**config.mk**
```make
export PLATFORM = sky130hd
export DESIGN_NAME = three_counter_interval_timer
export DESIGN_NICKNAME = d
export VERILOG_FILES = /design/src/verilog/timer_pkg.sv /design/src/verilog/ctr_if.sv /design/src/verilog/edge_detect.sv /design/src/verilog/count_core.sv /design/src/verilog/three_counter_interval_timer.sv
export SDC_FILE = /design/constraint.sdc
export NUM_CORES = 1
export LEC_CHECK = 0
export BUFFER_PORTS_ARGS = -buffer_cell sky130_fd_sc_hd__clkbuf_2
export CORE_AREA = 10 10 189 191
export CTS_BUF_LIST = sky130_fd_sc_hd__clkbuf_2
export CTS_CLUSTER_SIZE = 30
export DETAILED_ROUTE_END_ITERATION = 7
export DIE_AREA = 0 0 199 201
export GPL_TIMING_DRIVEN = 0
export PLACE_DENSITY = 0.65
export SETUP_SLACK_MARGIN = 0.3
export SLEW_MARGIN = 15
export SYNTH_ARGS = -nofsm -noshare
export SYNTH_HDL_FRONTEND = slang
export SYNTH_SLANG_ARGS = --single-unit
```
**constraint.sdc**
```tcl
create_clock -name clk_i -period 4 [get_ports clk_i]
set_clock_uncertainty 0.05 [all_clocks]
set_input_delay 0.2 -clock clk_i [delete_from_list [all_inputs] [get_ports clk_i]]
set_output_delay 0.2 -clock clk_i [all_outputs]
set_load 0.01 [all_outputs]
```
**src/verilog/timer_pkg.sv**
```systemverilog
//----------------------------------------------------------------------
// Purpose: shared constants and types for the three counter interval timer
//----------------------------------------------------------------------
// Assumes: byte wide host port, counting clocks sampled on clk_i
// Notes:   counts are held as 16 bits, four bcd digits in decimal format
package timer_pkg;
   localparam int NUM_CNT = 3;
   localparam int DATA_W = 8;
   localparam int CNT_W = 16;
   localparam int ADDR_W = 8;
   // port offsets
   localparam logic [ADDR_W-1:0] OFS_CNT0 = 8'h20;
   localparam logic [ADDR_W-1:0] OFS_CNT1 = 8'h22;
   localparam logic [ADDR_W-1:0] OFS_CNT2 = 8'h24;
   localparam logic [ADDR_W-1:0] OFS_CTRL = 8'h26;
   // control word field positions
   localparam int SEL_HI = 7;
   localparam int SEL_LO = 6;
   localparam int ACC_HI = 5;
   localparam int ACC_LO = 4;
   localparam int MODE_TOP = 3;
   localparam int MODE_BOT = 1;
   localparam int BCD_BIT = 0;
   // field codes
   localparam logic [1:0] SEL_ILLEGAL = 2'h3;
   localparam logic [1:0] ACC_LATCH = 2'h0;
   localparam logic [1:0] ACC_LOW = 2'h1;
   localparam logic [1:0] ACC_HIGH = 2'h2;
   localparam logic [1:0] ACC_BOTH = 2'h3;
   // count values
   localparam logic [CNT_W-1:0] CNT_ZERO = 16'h0000;
   localparam logic [CNT_W-1:0] CNT_ONE = 16'h0001;
   localparam logic [CNT_W-1:0] CNT_TWO = 16'h0002;
   localparam logic [3:0] BCD_NINE = 4'h9;
   localparam logic [DATA_W-1:0] BYTE_ZERO = 8'h00;
   // timing: fastest counting clock and its period in system cycles
   localparam longint CLK_HZ = 200000000;
   localparam longint MAX_COUNT_CLK_HZ = 5000000;
   localparam int COUNT_CLK_MIN_CYC = int'(CLK_HZ / MAX_COUNT_CLK_HZ);

   typedef enum logic [2:0] {
      MODE_TC_INT,
      MODE_ONE_SHOT,
      MODE_RATE,
      MODE_SQUARE,
      MODE_SW_STROBE,
      MODE_HW_STROBE
   } mode_type;

   // mode field to mode, top bit ignored when middle bit is set
   function automatic mode_type decode_mode(input logic [2:0] f);
      mode_type m;
      m = MODE_TC_INT;
      if (f[1]) begin
         m = f[0] ? MODE_SQUARE : MODE_RATE;
      end else begin
         case ({f[2], f[0]})
            2'h0: m = MODE_TC_INT;
            2'h1: m = MODE_ONE_SHOT;
            2'h2: m = MODE_SW_STROBE;
            default: m = MODE_HW_STROBE;
         endcase
      end
      return m;
   endfunction
endpackage

```
**src/verilog/ctr_if.sv**
```systemverilog
//----------------------------------------------------------------------
// Purpose: link between channel control and its down counter
//----------------------------------------------------------------------
// Assumes: one instance per channel
// Notes:   load wins over tick in the counter
`timescale 1ns/1ps
`default_nettype none
interface ctr_if;
   import timer_pkg::*;
   logic load;
   logic [CNT_W-1:0] value;
   logic tick;
   logic step2;
   logic bcd;
   logic [CNT_W-1:0] count;
   modport ctl(output load, output value, output tick, output step2, output bcd, input count);
   modport core(input load, input value, input tick, input step2, input bcd, output count);
endinterface
`default_nettype wire

```
**src/verilog/edge_detect.sv**
```systemverilog
//----------------------------------------------------------------------
// Purpose: rising edge detection of synchronous level inputs
//----------------------------------------------------------------------
// Assumes: inputs synchronous to clk_i
// Notes:   pulse lasts one cycle, frozen while ce_i is low
`timescale 1ns/1ps
`default_nettype none
module edge_detect #(
   parameter int W = 1
) (
   input wire logic clk_i,          // system clock
   input wire logic rst_i,          // synchronous reset
   input wire logic ce_i,           // clock enable
   input wire logic [W-1:0] sig_i,  // levels to watch
   output logic [W-1:0] rise_o      // one cycle per rising edge
);
   logic [W-1:0] prev;

   // previous level, pin level at reset
   always_ff @(posedge clk_i) begin
      if (rst_i) begin
         prev <= sig_i;
      end else if (ce_i) begin
         prev <= sig_i;
      end
   end

   assign rise_o = sig_i & ~prev & {W{ce_i}};
endmodule
`default_nettype wire

```
**src/verilog/count_core.sv**
```systemverilog
//----------------------------------------------------------------------
// Purpose: 16 bit down counter, binary or four digit bcd
//----------------------------------------------------------------------
// Assumes: tick is one cycle per counting clock edge
// Notes:   zero wraps to the top count of the chosen format
`timescale 1ns/1ps
`default_nettype none
module count_core
   import timer_pkg::*;
(
   input wire logic clk_i,  // system clock
   input wire logic rst_i,  // synchronous reset
   input wire logic ce_i,   // clock enable
   ctr_if.core cif          // load, tick and count
);
   // one step down, digit wise borrow in bcd
   function automatic logic [CNT_W-1:0] dec_one(input logic [CNT_W-1:0] v, input logic bcd);
      logic [CNT_W-1:0] r;
      logic borrow;
      r = v;
      borrow = 1'b1;
      if (!bcd) begin
         r = v - CNT_ONE; // see RQ10
      end else begin
         for (int i = 0; i < CNT_W / 4; i++) begin
            if (borrow) begin
               if (v[4*i+:4] == 4'h0) begin
                  r[4*i+:4] = BCD_NINE; // see RQ10
               end else begin
                  r[4*i+:4] = v[4*i+:4] - 4'h1;
                  borrow = 1'b0;
               end
            end
         end
      end
      return r;
   endfunction

   wire [CNT_W-1:0] once = dec_one(cif.count, cif.bcd);
   wire [CNT_W-1:0] twice = dec_one(once, cif.bcd);

   // load or step
   always_ff @(posedge clk_i) begin
      if (rst_i) begin
         cif.count <= CNT_ZERO;
      end else if (ce_i) begin
         if (cif.load) begin
            cif.count <= cif.value;
         end else if (cif.tick) begin
            cif.count <= cif.step2 ? twice : once; // see RQ9
         end
      end
   end
endmodule
`default_nettype wire

```
**src/verilog/three_counter_interval_timer.sv**
```systemverilog
//----------------------------------------------------------------------
// Purpose: three channel programmable interval timer on a byte port
//----------------------------------------------------------------------
// Assumes: one cycle wr_i/rd_i strobes, count clocks and gates synchronous
// Notes:   read data appears on rdata_o the cycle after rd_i
//
// What this block does
// RQ1: three separate 16 bit down counters, each programmed on its own.
// RQ2: each counting clock may run from standstill up to 5 MHz.
// RQ3: each counter runs in one of six modes chosen by its control byte.
// RQ4: data ports sit at offsets 20, 22, 24 and the control byte at 26.
// RQ5: software writes a counter's control byte before loading or reading it.
// RQ6: control bits 7:6 pick counter 0, 1 or 2; code 3 is illegal and ignored.
// RQ7: control bits 5:4 pick latch, low byte, high byte, or low then high.
// RQ8: control bits 3:1 pick the mode, top bit ignored for modes 2 and 3.
// RQ9: control bit 0 picks binary or four digit decimal counting.
// RQ10: binary counts span 0 to 65535, decimal counts 0 to 9999.
// RQ11: modes are terminal count, one-shot, rate, square wave, soft and hard strobe.
// RQ12: output and gate follow the usual interval timer conventions per mode.
// RQ13: a counter stays idle after reset until control byte and count arrive; a count write alone starts it in mode 0.
`timescale 1ns/1ps
`default_nettype none
module three_counter_interval_timer
   import timer_pkg::*;
(
   input wire logic clk_i,                   // system clock
   input wire logic rst_i,                   // synchronous reset
   input wire logic ce_i,                    // clock enable
   input wire logic [ADDR_W-1:0] addr_i,     // port offset
   input wire logic [DATA_W-1:0] wdata_i,    // write byte
   input wire logic wr_i,                    // write strobe
   input wire logic rd_i,                    // read strobe
   output logic [DATA_W-1:0] rdata_o,        // read byte
   input wire logic [NUM_CNT-1:0] cnt_clk_i, // counting clocks
   input wire logic [NUM_CNT-1:0] gate_i,    // gates
   output logic [NUM_CNT-1:0] out_o          // counter outputs
);
   //----------------------------------------------------------------------
   // port decode
   //----------------------------------------------------------------------
   // data port hit for one counter
   function automatic logic port_hit(input logic [ADDR_W-1:0] a, input int i);
      logic h;
      h = 1'b0;
      case (i)
         0: h = (a == OFS_CNT0); // see RQ4
         1: h = (a == OFS_CNT1);
         2: h = (a == OFS_CNT2);
         default: h = 1'b0;
      endcase
      return h;
   endfunction

   wire ctrl_hit = (addr_i == OFS_CTRL); // see RQ4

   // control byte fields
   wire [1:0] sel = wdata_i[SEL_HI:SEL_LO];
   wire [1:0] acc_f = wdata_i[ACC_HI:ACC_LO];
   wire ctrl_wr = ce_i & wr_i & ctrl_hit & (sel != SEL_ILLEGAL); // see RQ6
   wire mode_type mode_f = decode_mode(wdata_i[MODE_TOP:MODE_BOT]); // see RQ8
   wire bcd_f = wdata_i[BCD_BIT]; // see RQ9

   //----------------------------------------------------------------------
   // edge detection of counting clocks and gates
   //----------------------------------------------------------------------
   // one cycle pulses
   logic [NUM_CNT-1:0] clk_rise;
   logic [NUM_CNT-1:0] gate_rise;

   // counting clocks up to CLK_HZ/2 are seen, the 5 MHz top is far below
   edge_detect #(.W(2 * NUM_CNT)) u_edges ( // see RQ2
      .clk_i(clk_i),
      .rst_i(rst_i),
      .ce_i(ce_i),
      .sig_i({gate_i, cnt_clk_i}),
      .rise_o({gate_rise, clk_rise})
   );

   // per channel read byte
   logic [DATA_W-1:0] rbyte [NUM_CNT];
   logic [NUM_CNT-1:0] rhit;

   //----------------------------------------------------------------------
   // channels
   //----------------------------------------------------------------------
   genvar g;
   generate
      for (g = 0; g < NUM_CNT; g++) begin : ch // see RQ1
         ctr_if cif();

         // mode and format
         mode_type mode;
         logic [1:0] acc;
         logic bcd;
         logic wr_hi;
         logic rd_hi;

         // counts
         logic [DATA_W-1:0] lo_stage;
         logic [CNT_W-1:0] reload;
         logic [CNT_W-1:0] latch_val;
         logic latched;

         // run state
         logic pending;
         logic has_count;
         logic running;
         logic trig;
         logic out;

         // strobes for this channel
         wire prog = ctrl_wr & (sel == 2'(g)) & (acc_f != ACC_LATCH);
         wire latch_cmd = ctrl_wr & (sel == 2'(g)) & (acc_f == ACC_LATCH);
         wire dwr = ce_i & wr_i & port_hit(addr_i, g);
         wire drd = ce_i & rd_i & port_hit(addr_i, g);
         wire tick = clk_rise[g];

         // mode classes
         wire m0 = (mode == MODE_TC_INT);
         wire m1 = (mode == MODE_ONE_SHOT);
         wire m2 = (mode == MODE_RATE);
         wire m3 = (mode == MODE_SQUARE);
         wire m4 = (mode == MODE_SW_STROBE);
         wire m5 = (mode == MODE_HW_STROBE);

         // modes 1, 5 ignore gate level
         wire trig_mode = m1 | m5 | m2 | m3;
         wire gate_ok = gate_i[g] | m1 | m5; // see RQ12

         // write assembly: low, high, or low then high
         wire wr_first = dwr & (acc == ACC_BOTH) & !wr_hi;
         wire wr_done = dwr & !wr_first; // see RQ7
         wire [CNT_W-1:0] new_count =
            (acc == ACC_LOW) ? {BYTE_ZERO, wdata_i} :
            (acc == ACC_HIGH) ? {wdata_i, BYTE_ZERO} :
            {wdata_i, lo_stage};

         // terminal handling of the periodic modes
         wire [CNT_W-1:0] cnt = cif.count;
         wire at_one = (cnt == CNT_ONE);
         wire rate_end = m2 & at_one;
         // steps of two end at 2 or 1
         wire sq_end = m3 & (cnt <= CNT_TWO) & (cnt != CNT_ZERO);

         // counted tick
         wire run_tick = tick & running & gate_ok;

         // load decision: new count, trigger, or period reload
         // periodic modes load when stopped
         wire first_load = pending & (m0 | m4 | ((m2 | m3) & !running));
         wire trig_load = trig & trig_mode & has_count;
         wire do_load = tick & (first_load | trig_load) |
                        run_tick & (rate_end | sq_end); // see RQ11
         wire do_dec = run_tick & !do_load;

         // count write wins
         assign cif.load = do_load & !wr_done;
         assign cif.value = reload;
         assign cif.tick = do_dec & !wr_done;
         assign cif.step2 = m3; // see RQ12
         assign cif.bcd = bcd;

         // down counter
         count_core u_core (
            .clk_i(clk_i),
            .rst_i(rst_i),
            .ce_i(ce_i),
            .cif(cif)
         );

         // control word and count programming
         always_ff @(posedge clk_i) begin
            if (rst_i) begin
               mode <= MODE_TC_INT;
               acc <= ACC_LATCH;
               bcd <= 1'b0;
               wr_hi <= 1'b0;
               lo_stage <= BYTE_ZERO;
               reload <= CNT_ZERO;
               pending <= 1'b0;
               has_count <= 1'b0; // see RQ13
            end else if (ce_i) begin
               if (prog) begin // see RQ3
                  mode <= mode_f;
                  acc <= acc_f;
                  bcd <= bcd_f;
                  wr_hi <= 1'b0;
                  pending <= 1'b0;
                  has_count <= 1'b0;
               end else if (wr_first) begin
                  lo_stage <= wdata_i;
                  wr_hi <= 1'b1;
               end else if (wr_done) begin
                  reload <= new_count;
                  wr_hi <= 1'b0;
                  pending <= 1'b1;
                  has_count <= 1'b1;
               end else if (tick & first_load) begin
                  pending <= 1'b0;
               end else if (do_load & pending) begin
                  pending <= 1'b0;
               end
            end
         end

         // run state, trigger and output level
         always_ff @(posedge clk_i) begin
            if (rst_i) begin
               running <= 1'b0;
               trig <= 1'b0;
               out <= 1'b0;
            end else if (ce_i) begin
               if (prog) begin
                  running <= 1'b0;
                  trig <= 1'b0;
                  out <= (mode_f != MODE_TC_INT); // see RQ12
               // mode 0 write stops it
               end else if (wr_done | wr_first & m0) begin
                  running <= running & !m0;
                  out <= m0 ? 1'b0 : out;
               end else if (gate_rise[g] & trig_mode) begin
                  trig <= 1'b1; // see RQ12
               end else if ((m2 | m3) & !gate_i[g]) begin
                  out <= 1'b1;
               end else if (do_load) begin
                  running <= 1'b1;
                  trig <= 1'b0;
                  out <= m1 ? 1'b0 : (m3 & running) ? !out : !m0;
               end else if (do_dec) begin
                  if (at_one & (m0 | m1)) begin
                     out <= 1'b1;
                  end else if (at_one & (m4 | m5)) begin
                     out <= 1'b0;
                  end else if (m2 & (cnt == CNT_TWO)) begin
                     out <= 1'b0;
                  end else if (m4 | m5) begin
                     out <= 1'b1;
                  end
               end
            end
         end

         // count latch and read byte order
         always_ff @(posedge clk_i) begin
            if (rst_i) begin
               latched <= 1'b0;
               latch_val <= CNT_ZERO;
               rd_hi <= 1'b0;
            end else if (ce_i) begin
               if (prog) begin
                  latched <= 1'b0;
                  rd_hi <= 1'b0;
               // repeat latch ignored
               end else if (latch_cmd & !latched) begin
                  latched <= 1'b1; // see RQ7
                  latch_val <= cnt;
               end else if (drd) begin
                  rd_hi <= (acc == ACC_BOTH) & !rd_hi;
                  if ((acc != ACC_BOTH) | rd_hi) begin
                     latched <= 1'b0;
                  end
               end
            end
         end

         // byte selection for a read
         wire [CNT_W-1:0] rsrc = latched ? latch_val : cnt;
         wire take_hi = (acc == ACC_HIGH) | ((acc == ACC_BOTH) & rd_hi);
         assign rbyte[g] = take_hi ? rsrc[CNT_W-1:DATA_W] : rsrc[DATA_W-1:0];

         // hit and pin
         assign rhit[g] = drd;
         assign out_o[g] = out;
      end
   endgenerate

   //----------------------------------------------------------------------
   // read data register
   //----------------------------------------------------------------------
   // byte for the next read
   logic [DATA_W-1:0] next_rdata;

   // selected byte, zero for the control port and unused offsets
   always_comb begin
      next_rdata = BYTE_ZERO;
      for (int i = 0; i < NUM_CNT; i++) begin
         if (rhit[i]) begin
            next_rdata = rbyte[i];
         end
      end
   end

   // capture on each read strobe
   always_ff @(posedge clk_i) begin
      if (rst_i) begin
         rdata_o <= BYTE_ZERO;
      end else if (ce_i & rd_i) begin
         rdata_o <= next_rdata;
      end
   end
endmodule
`default_nettype wire

```
==> flow_summary.toml, run 1 <==
[setup_path]
cp.arrival_ns = 4.35
cp-end-kind = "flop"
ff2ff_setup_slack_ns = 0.40
critical_path_peak_fanout = 10
critPathRequiredTime_ns = 4.74
cp-start-kind = "flop"
crit_type = "reg2reg"

[placement]
io_buffer_count = 34
dp.final_hpwl_um = 39500
gp_congestion = 0.9987

[floorplan]
core_um2 = 32040
initial_utilization_pct = 44.10
fp.dieH_um = 201
pin_count = 38
die-area_um2 = 40000
num_rows = 66
die_x_um = 199

[logic_synthesis]
syn-instance-count = 1868
synthAdderAreaFrac_pct = 1.328
ys.flop_type = "dfxtp_1"
synthesis.area_um2 = 14130
synth.most_common_cell = "nand2_1"
synth_edf_count = 6
synthXorXnorAreaFrac_pct = 2.480
synth-seq-area-share_pct = 32.16
yosys.area.top_type_share_pct = 30.89
synth_top_family_by_area = "simple AND/OR/NAND/NOR gates"
yosys.area.top_type = "dfxtp_1"
synth_compound_area_share_pct = 24.03
ys_top_cells_by_count = "276 x nand2_1, 218 x dfxtp_1, 187 x a21oi_1, 185 x nor2_1, 134 x clkbuf_1"
synth_seq_cells = 224
synth-simple-area-share_pct = 28.09
yosys-top-cells-area = "dfxtp_1 31%, nand2_1 7.3%, a21oi_1 6.6%"
synth_cell_types = 94
synth.avg_cell_area_um2 = 7.563
synth-async-reset-ratio_pct = 0
syn_nets = 1910
synth_mux_area_share_pct = 6.598
synth_warnings = 0

[timing]
tns_ns = 0
setup_viol = 0
holdWs_ns = 0.06371
relSlewSlack_pct = 24.41
grt_setup_unrepaired = "true"
final_max_slew_viol_count = 0
fin_crit_sh_pct = 90.12
hold_viol = 0
finalCriticalPeriod_ns = 3.605
fmax_mhz = 277.4
tightestPinTransition_ns = 1.116

[cells_and_area]
areaGrowthSynthToFinish_pct = 12.17
drive_gt1_share_pct = 12.60
utilization_pct = 49.46
register_area_um2 = 4546
fillers = 3259
nNetsFinal = 2042
multi_input_area_um2 = 8997

[power_and_ir_drop]
vdd_drop_max_mv = 0.1682
p_per_area_nw_per_um2 = 252.8
leakage_nw = 5.418

[detailed_routing]
wirelength_um = 53410
dr_total_vias = 15400
drt-wirelength-per-cell_um = 21.81
drtIter0Drc = 1477
firstDrtPassIters = 6
vias_per_cell = 6.289
ant_nets = 0
drc_errors = 0

[clock_tree]
cts_tree = "built"
numCtsBuffers = 59
cts.sinks = 224
root_buffer = "clkbuf_2"
clock_latency_ns = 0.91
htreeDepth = 2
ctsLongestPathBuffers = 3
clk_pin_slew_ns = 0.09

[global_routing]
grt_pass1_wl_um = 81630
grt_usage_pct = 25.56
antenna_found_initial = 1
grt_max_degree = 16
grt.overflow.total = 0
first_global_vias = 14420

[worst_hold_path]
hold_class = "in2reg"

[job]
drv_cap = 0

[status]
status = "complete, no violations"
## cell families after synthesis
kind of cell | after synthesis
AOI/OAI and AO/OA | 518
xor gates and xnor gates | 40
adders and majority gates | 15
buffers and inverters | 189
DFF | 224
muxes | 62
and+or+nand+nor | 820
## cell type report
type                            instances  share of cell area, %
Clock buffer                           89                  2.811
Buffer                                156                  4.066
Timing Repair Buffer                   71                  3.348
Sequential cell                       224                  28.68
Antenna cell                            2                0.03158
Tap cell                              408                  3.221
Multi-Input combinational cell       1455                  56.77
Inverter                               33                 0.7816
Clock inverter                         11                 0.2842
## worst paths after layout
check,start,to,depth (start not counted)
worst max-delay path,ch[0].u_core.cif.count[0],ch[0].u_core.cif.count[9],13
worst min-delay path,wdata_i[6],ch[1].latch_val[4],4
worst max register to register,ch[0].u_core.cif.count[0],ch[0].u_core.cif.count[9],13
worst min register to register,ch[0].latch_val[2],ch[0].latch_val[2],2
## metrics by stage
step	worst slack, ns	total power [mW]	instances	instance area [um^2]
after detailed placement	-0.2237	2.450	2310	14820
after global routing	0.2618	4.125	2448	15850
after CTS	0.3007	4.005	2445	15700
final	0.3952	4.007	2449	15850
after floorplan	0.6028	2.367	1868	14130
after global placement	-0.1394	2.449	2310	14810
## placed cells by master, fill, tap and decap left out, drive strengths merged, types with 18 or more instances in the layout
cell type | synthesis | final
a211oi | 23 | 23
nand2b | 18 | 18
a31oi | 23 | 23
o21ai | 84 | 84
xnor2 | 29 | 29
o211ai | 21 | 21
dfxtp | 218 | 218
mux2i | 32 | 32
nor4 | 29 | 29
nand3 | 70 | 70
nand2 | 277 | 277
o221ai | 18 | 18
buf | 18 | 22
or3 | 18 | 18
inv | 33 | 33
a21oi | 187 | 187
nor2 | 185 | 185
clkbuf | 138 | 261
nor3 | 85 | 85
mux4 | 24 | 24
dlygate4sd3 | 0 | 33
## where the power goes
part	total [mW]	internal [mW]	switching [mW]
Combinational	0.180	0.0466	0.133
Sequential	2.25	2.25	0.00250
Clock	1.58	0.581	0.998
Total	4.01	2.87	1.13
## registers in the layout (all words and copies together) (netlist names), 6 cells and up
name / cells
ch.acc: 6
ch.cif.value: 48
ch.latch_val: 48
ch.lo_stage: 24
ch.mode: 9
ch.u_core.cif.count: 48
rdata_o: 8
u_edges.prev: 6
## worst max-delay path: stages (launching register included)
cell and delay [ns]:
dfxtp_1 0.38, clkbuf_4 0.22, inv_1 0.13, ha_1 0.22, buf_2 0.20, and2_0 0.18
clkbuf_2 0.19, o311ai_4 0.35, nand2_2 0.12, or4b_4 0.58, or4_1 0.50, nand3_1 0.11
o221ai_1 0.14, a21oi_1 0.16
## timing repair
action	in CTS	in global routing
setup endpoints to repair	22	36
pin swaps	1	4
hold buffers	33	0
gates resized for setup	12	40
buffers inserted	2	2
endpoints found under the hold margin	72	0
## layer usage
| layer | GRT usage (%) | wire (um) | vias up |
|---|---|---|---|
| met2 | 40.53 | 24040 | 744 |
| met4 | 10.96 | 2214 | 0 |
| li1 | - | - | 7152 |
| met5 | 0 | 0 | - |
| met3 | 4.895 | 4672 | 149 |
| met1 | 33.04 | 22490 | 7356 |
Power figures use the tool's default switching activity.
==> run 2: changes to the inputs <==
clock period = 3.9 ns   (was 4 ns; I/O delays follow)
==> run 2 against run 1 <==
Critical path depth unchanged. Worst hold slack worse by 0.016 ns. Sequential share of layout area down 0.11 points. Total power up 2.4%. Setup slack better by 0.014 ns. Clock-buffer cell count unchanged. Via count down 0.35%. Register-to-register slack about the same. Final cell count up 0.20%. Global-route usage about the same. Wire length about the same. Sequential power up 2%. Critical path type unchanged. Largest cell class unchanged. Highest routed layer unchanged.
==> flow_summary.toml, run 2 (synthesis gave the netlist of run 1 again) <==
[detailed_routing]
dr_total_vias = 15350
wirelength_um = 53430
drt-wirelength-per-cell_um = 21.77
vias_per_cell = 6.254
ant_nets = 0
firstDrtPassIters = 6
drc_errors = 0
drtIter0Drc = 1627

[global_routing]
grt_max_degree = 16
grt.overflow.total = 0
grt_pass1_wl_um = 81680
grt_usage_pct = 25.59
use_met1_pct = 33.02
grt_util_met2_pct = 40.60
grtUsageMet3_pct = 4.946
antenna_found_initial = 1
grt-busiest-layer = "met2"
first_global_vias = 14450

[worst_hold_path]
worstHoldStart = "wdata_i[6]"
hold_class = "in2reg"

[setup_path]
crit_family = "simple AND/OR/NAND/NOR gates"
critPathRequiredTime_ns = 4.64
crit_chain = "buf_4, inv_1, ha_1, buf_2, and2_0, clkbuf_2, o311ai_4, nand2_2, or4b_4, or4_1, nand3_1, o221ai_1, a21oi_1"
cpMaxStageDelayCell = "or4b_4"
worstSetupStartpoint = "ch[0].u_core.cif.count[0]"
cp-end-kind = "flop"
cp.arrival_ns = 4.23
crit_type = "reg2reg"
cp_num_buf_inv = 4
critical_path_peak_fanout = 10
max_stage_delay_ns = 0.57
cp-start-kind = "flop"
ff2ff_setup_slack_ns = 0.41
r2r-start = "ch[0].u_core.cif.count[0]"

[clock_tree]
numCtsBuffers = 59
cts.sinks = 224
cts_tree = "built"
htreeDepth = 2
root_buffer = "clkbuf_2"
clock_latency_ns = 0.91
ctsLongestPathBuffers = 3
clk_pin_slew_ns = 0.10

[floorplan]
fp.dieH_um = 201
initial_utilization_pct = 44.10
die_x_um = 199
core_um2 = 32040
pin_count = 38
num_rows = 66
die-area_um2 = 40000

[placement]
dp.final_hpwl_um = 39500
gp_congestion = 0.9987
dp_cells = 2310
io_buffer_count = 34

[power_and_ir_drop]
finalPower_mw = 4.102
leakage_nw = 5.455
p_per_area_nw_per_um2 = 257.8
vdd_drop_max_mv = 0.1721

[cells_and_area]
areaGrowthSynthToFinish_pct = 12.65
nNetsFinal = 2047
finalNonFillerCells = 2454
layout_commonest_cell = "nand2_1"
final_cell_mix = "276 x nand2_1, 216 x dfxtp_1, 185 x a21oi_1, 182 x nor2_1, 136 x clkbuf_2"
fillers = 3254
drive_gt1_share_pct = 13.11

[timing]
grt_setup_unrepaired = "false"
final_max_slew_viol_count = 0
holdWs_ns = 0.04819
fin_crit_sh_pct = 89.52
setup_viol = 0
hold_viol = 0
finalCriticalPeriod_ns = 3.491
tightestPinTransition_ns = 1.143
relSlewSlack_pct = 22.57
fmax_mhz = 286.4
tns_ns = 0

[status]
status = "complete, no violations"

[job]
drv_cap = 0
==> run 2: repair_timing <==
| action | in CTS | in global routing |
|---|---|---|
| pin swaps | 2 | 6 |
| gates resized for setup | 20 | 42 |
| setup buffers | 4 | 5 |
| hold buffers | 33 | 0 |
| hold endpoints to repair | 76 | 0 |
| setup endpoints to repair | 29 | 34 |
==> run 2: cell type report <==
type | instances | area, um^2 | share of cell area, %
tap | 408 | 510.5 | 3.208
antenna | 2 | 5.005 | 0.03145
clock buffer | 89 | 445.4 | 2.799
timing repair buffer | 76 | 568.0 | 3.569
clock inverter | 11 | 45.04 | 0.2830
sequential | 224 | 4547 | 28.57
buffer | 156 | 648.1 | 4.072
multi-input combinational | 1455 | 9022 | 56.69
inverter | 33 | 123.9 | 0.7783
==> run 2: through the flow <==
step / cell area, um^2 / utilization [%] / worst slack, ns
final: 15920 / 49.67 / 0.4088
after global routing: 15910 / 49.66 / 0.2987
after CTS: 15760 / 49.20 / 0.2631
after detailed placement: 14820 / 46.26 / -0.3237
after global placement: 14810 / 46.22 / -0.2394
after floorplan: 14130 / - / 0.5028
==> run 2: power by group <==
part	switching (mW)	internal, mW	total [mW]
combinational	0.136	0.0478	0.184
sequential	0.00243	2.30	2.30
clock	1.02	0.596	1.61
==> run 2: worst register-to-register path, delay by kind of cell, from the launching register on <==
kind,cells,cell delay (ns)
simple gates,5,1.48
flops,1,0.36
fa+ha+maj,1,0.21
compound gates,3,0.63
buf+inv,4,0.68
==> run 2: routing by layer <==
layer	wire length [um]	vias to the layer above
met5	0	-
met2	24120	706
met4	2151	0
met1	22630	7344
met3	4531	143
li1	-	7154
==> run 2: final timing paths <==
path	end	cells after the start
setup / recovery	ch[0].u_core.cif.count[9]	13
hold / removal	ch[1].latch_val[3]	4
setup reg to reg	ch[0].u_core.cif.count[9]	13
hold reg to reg	ch[0].latch_val[2]	2
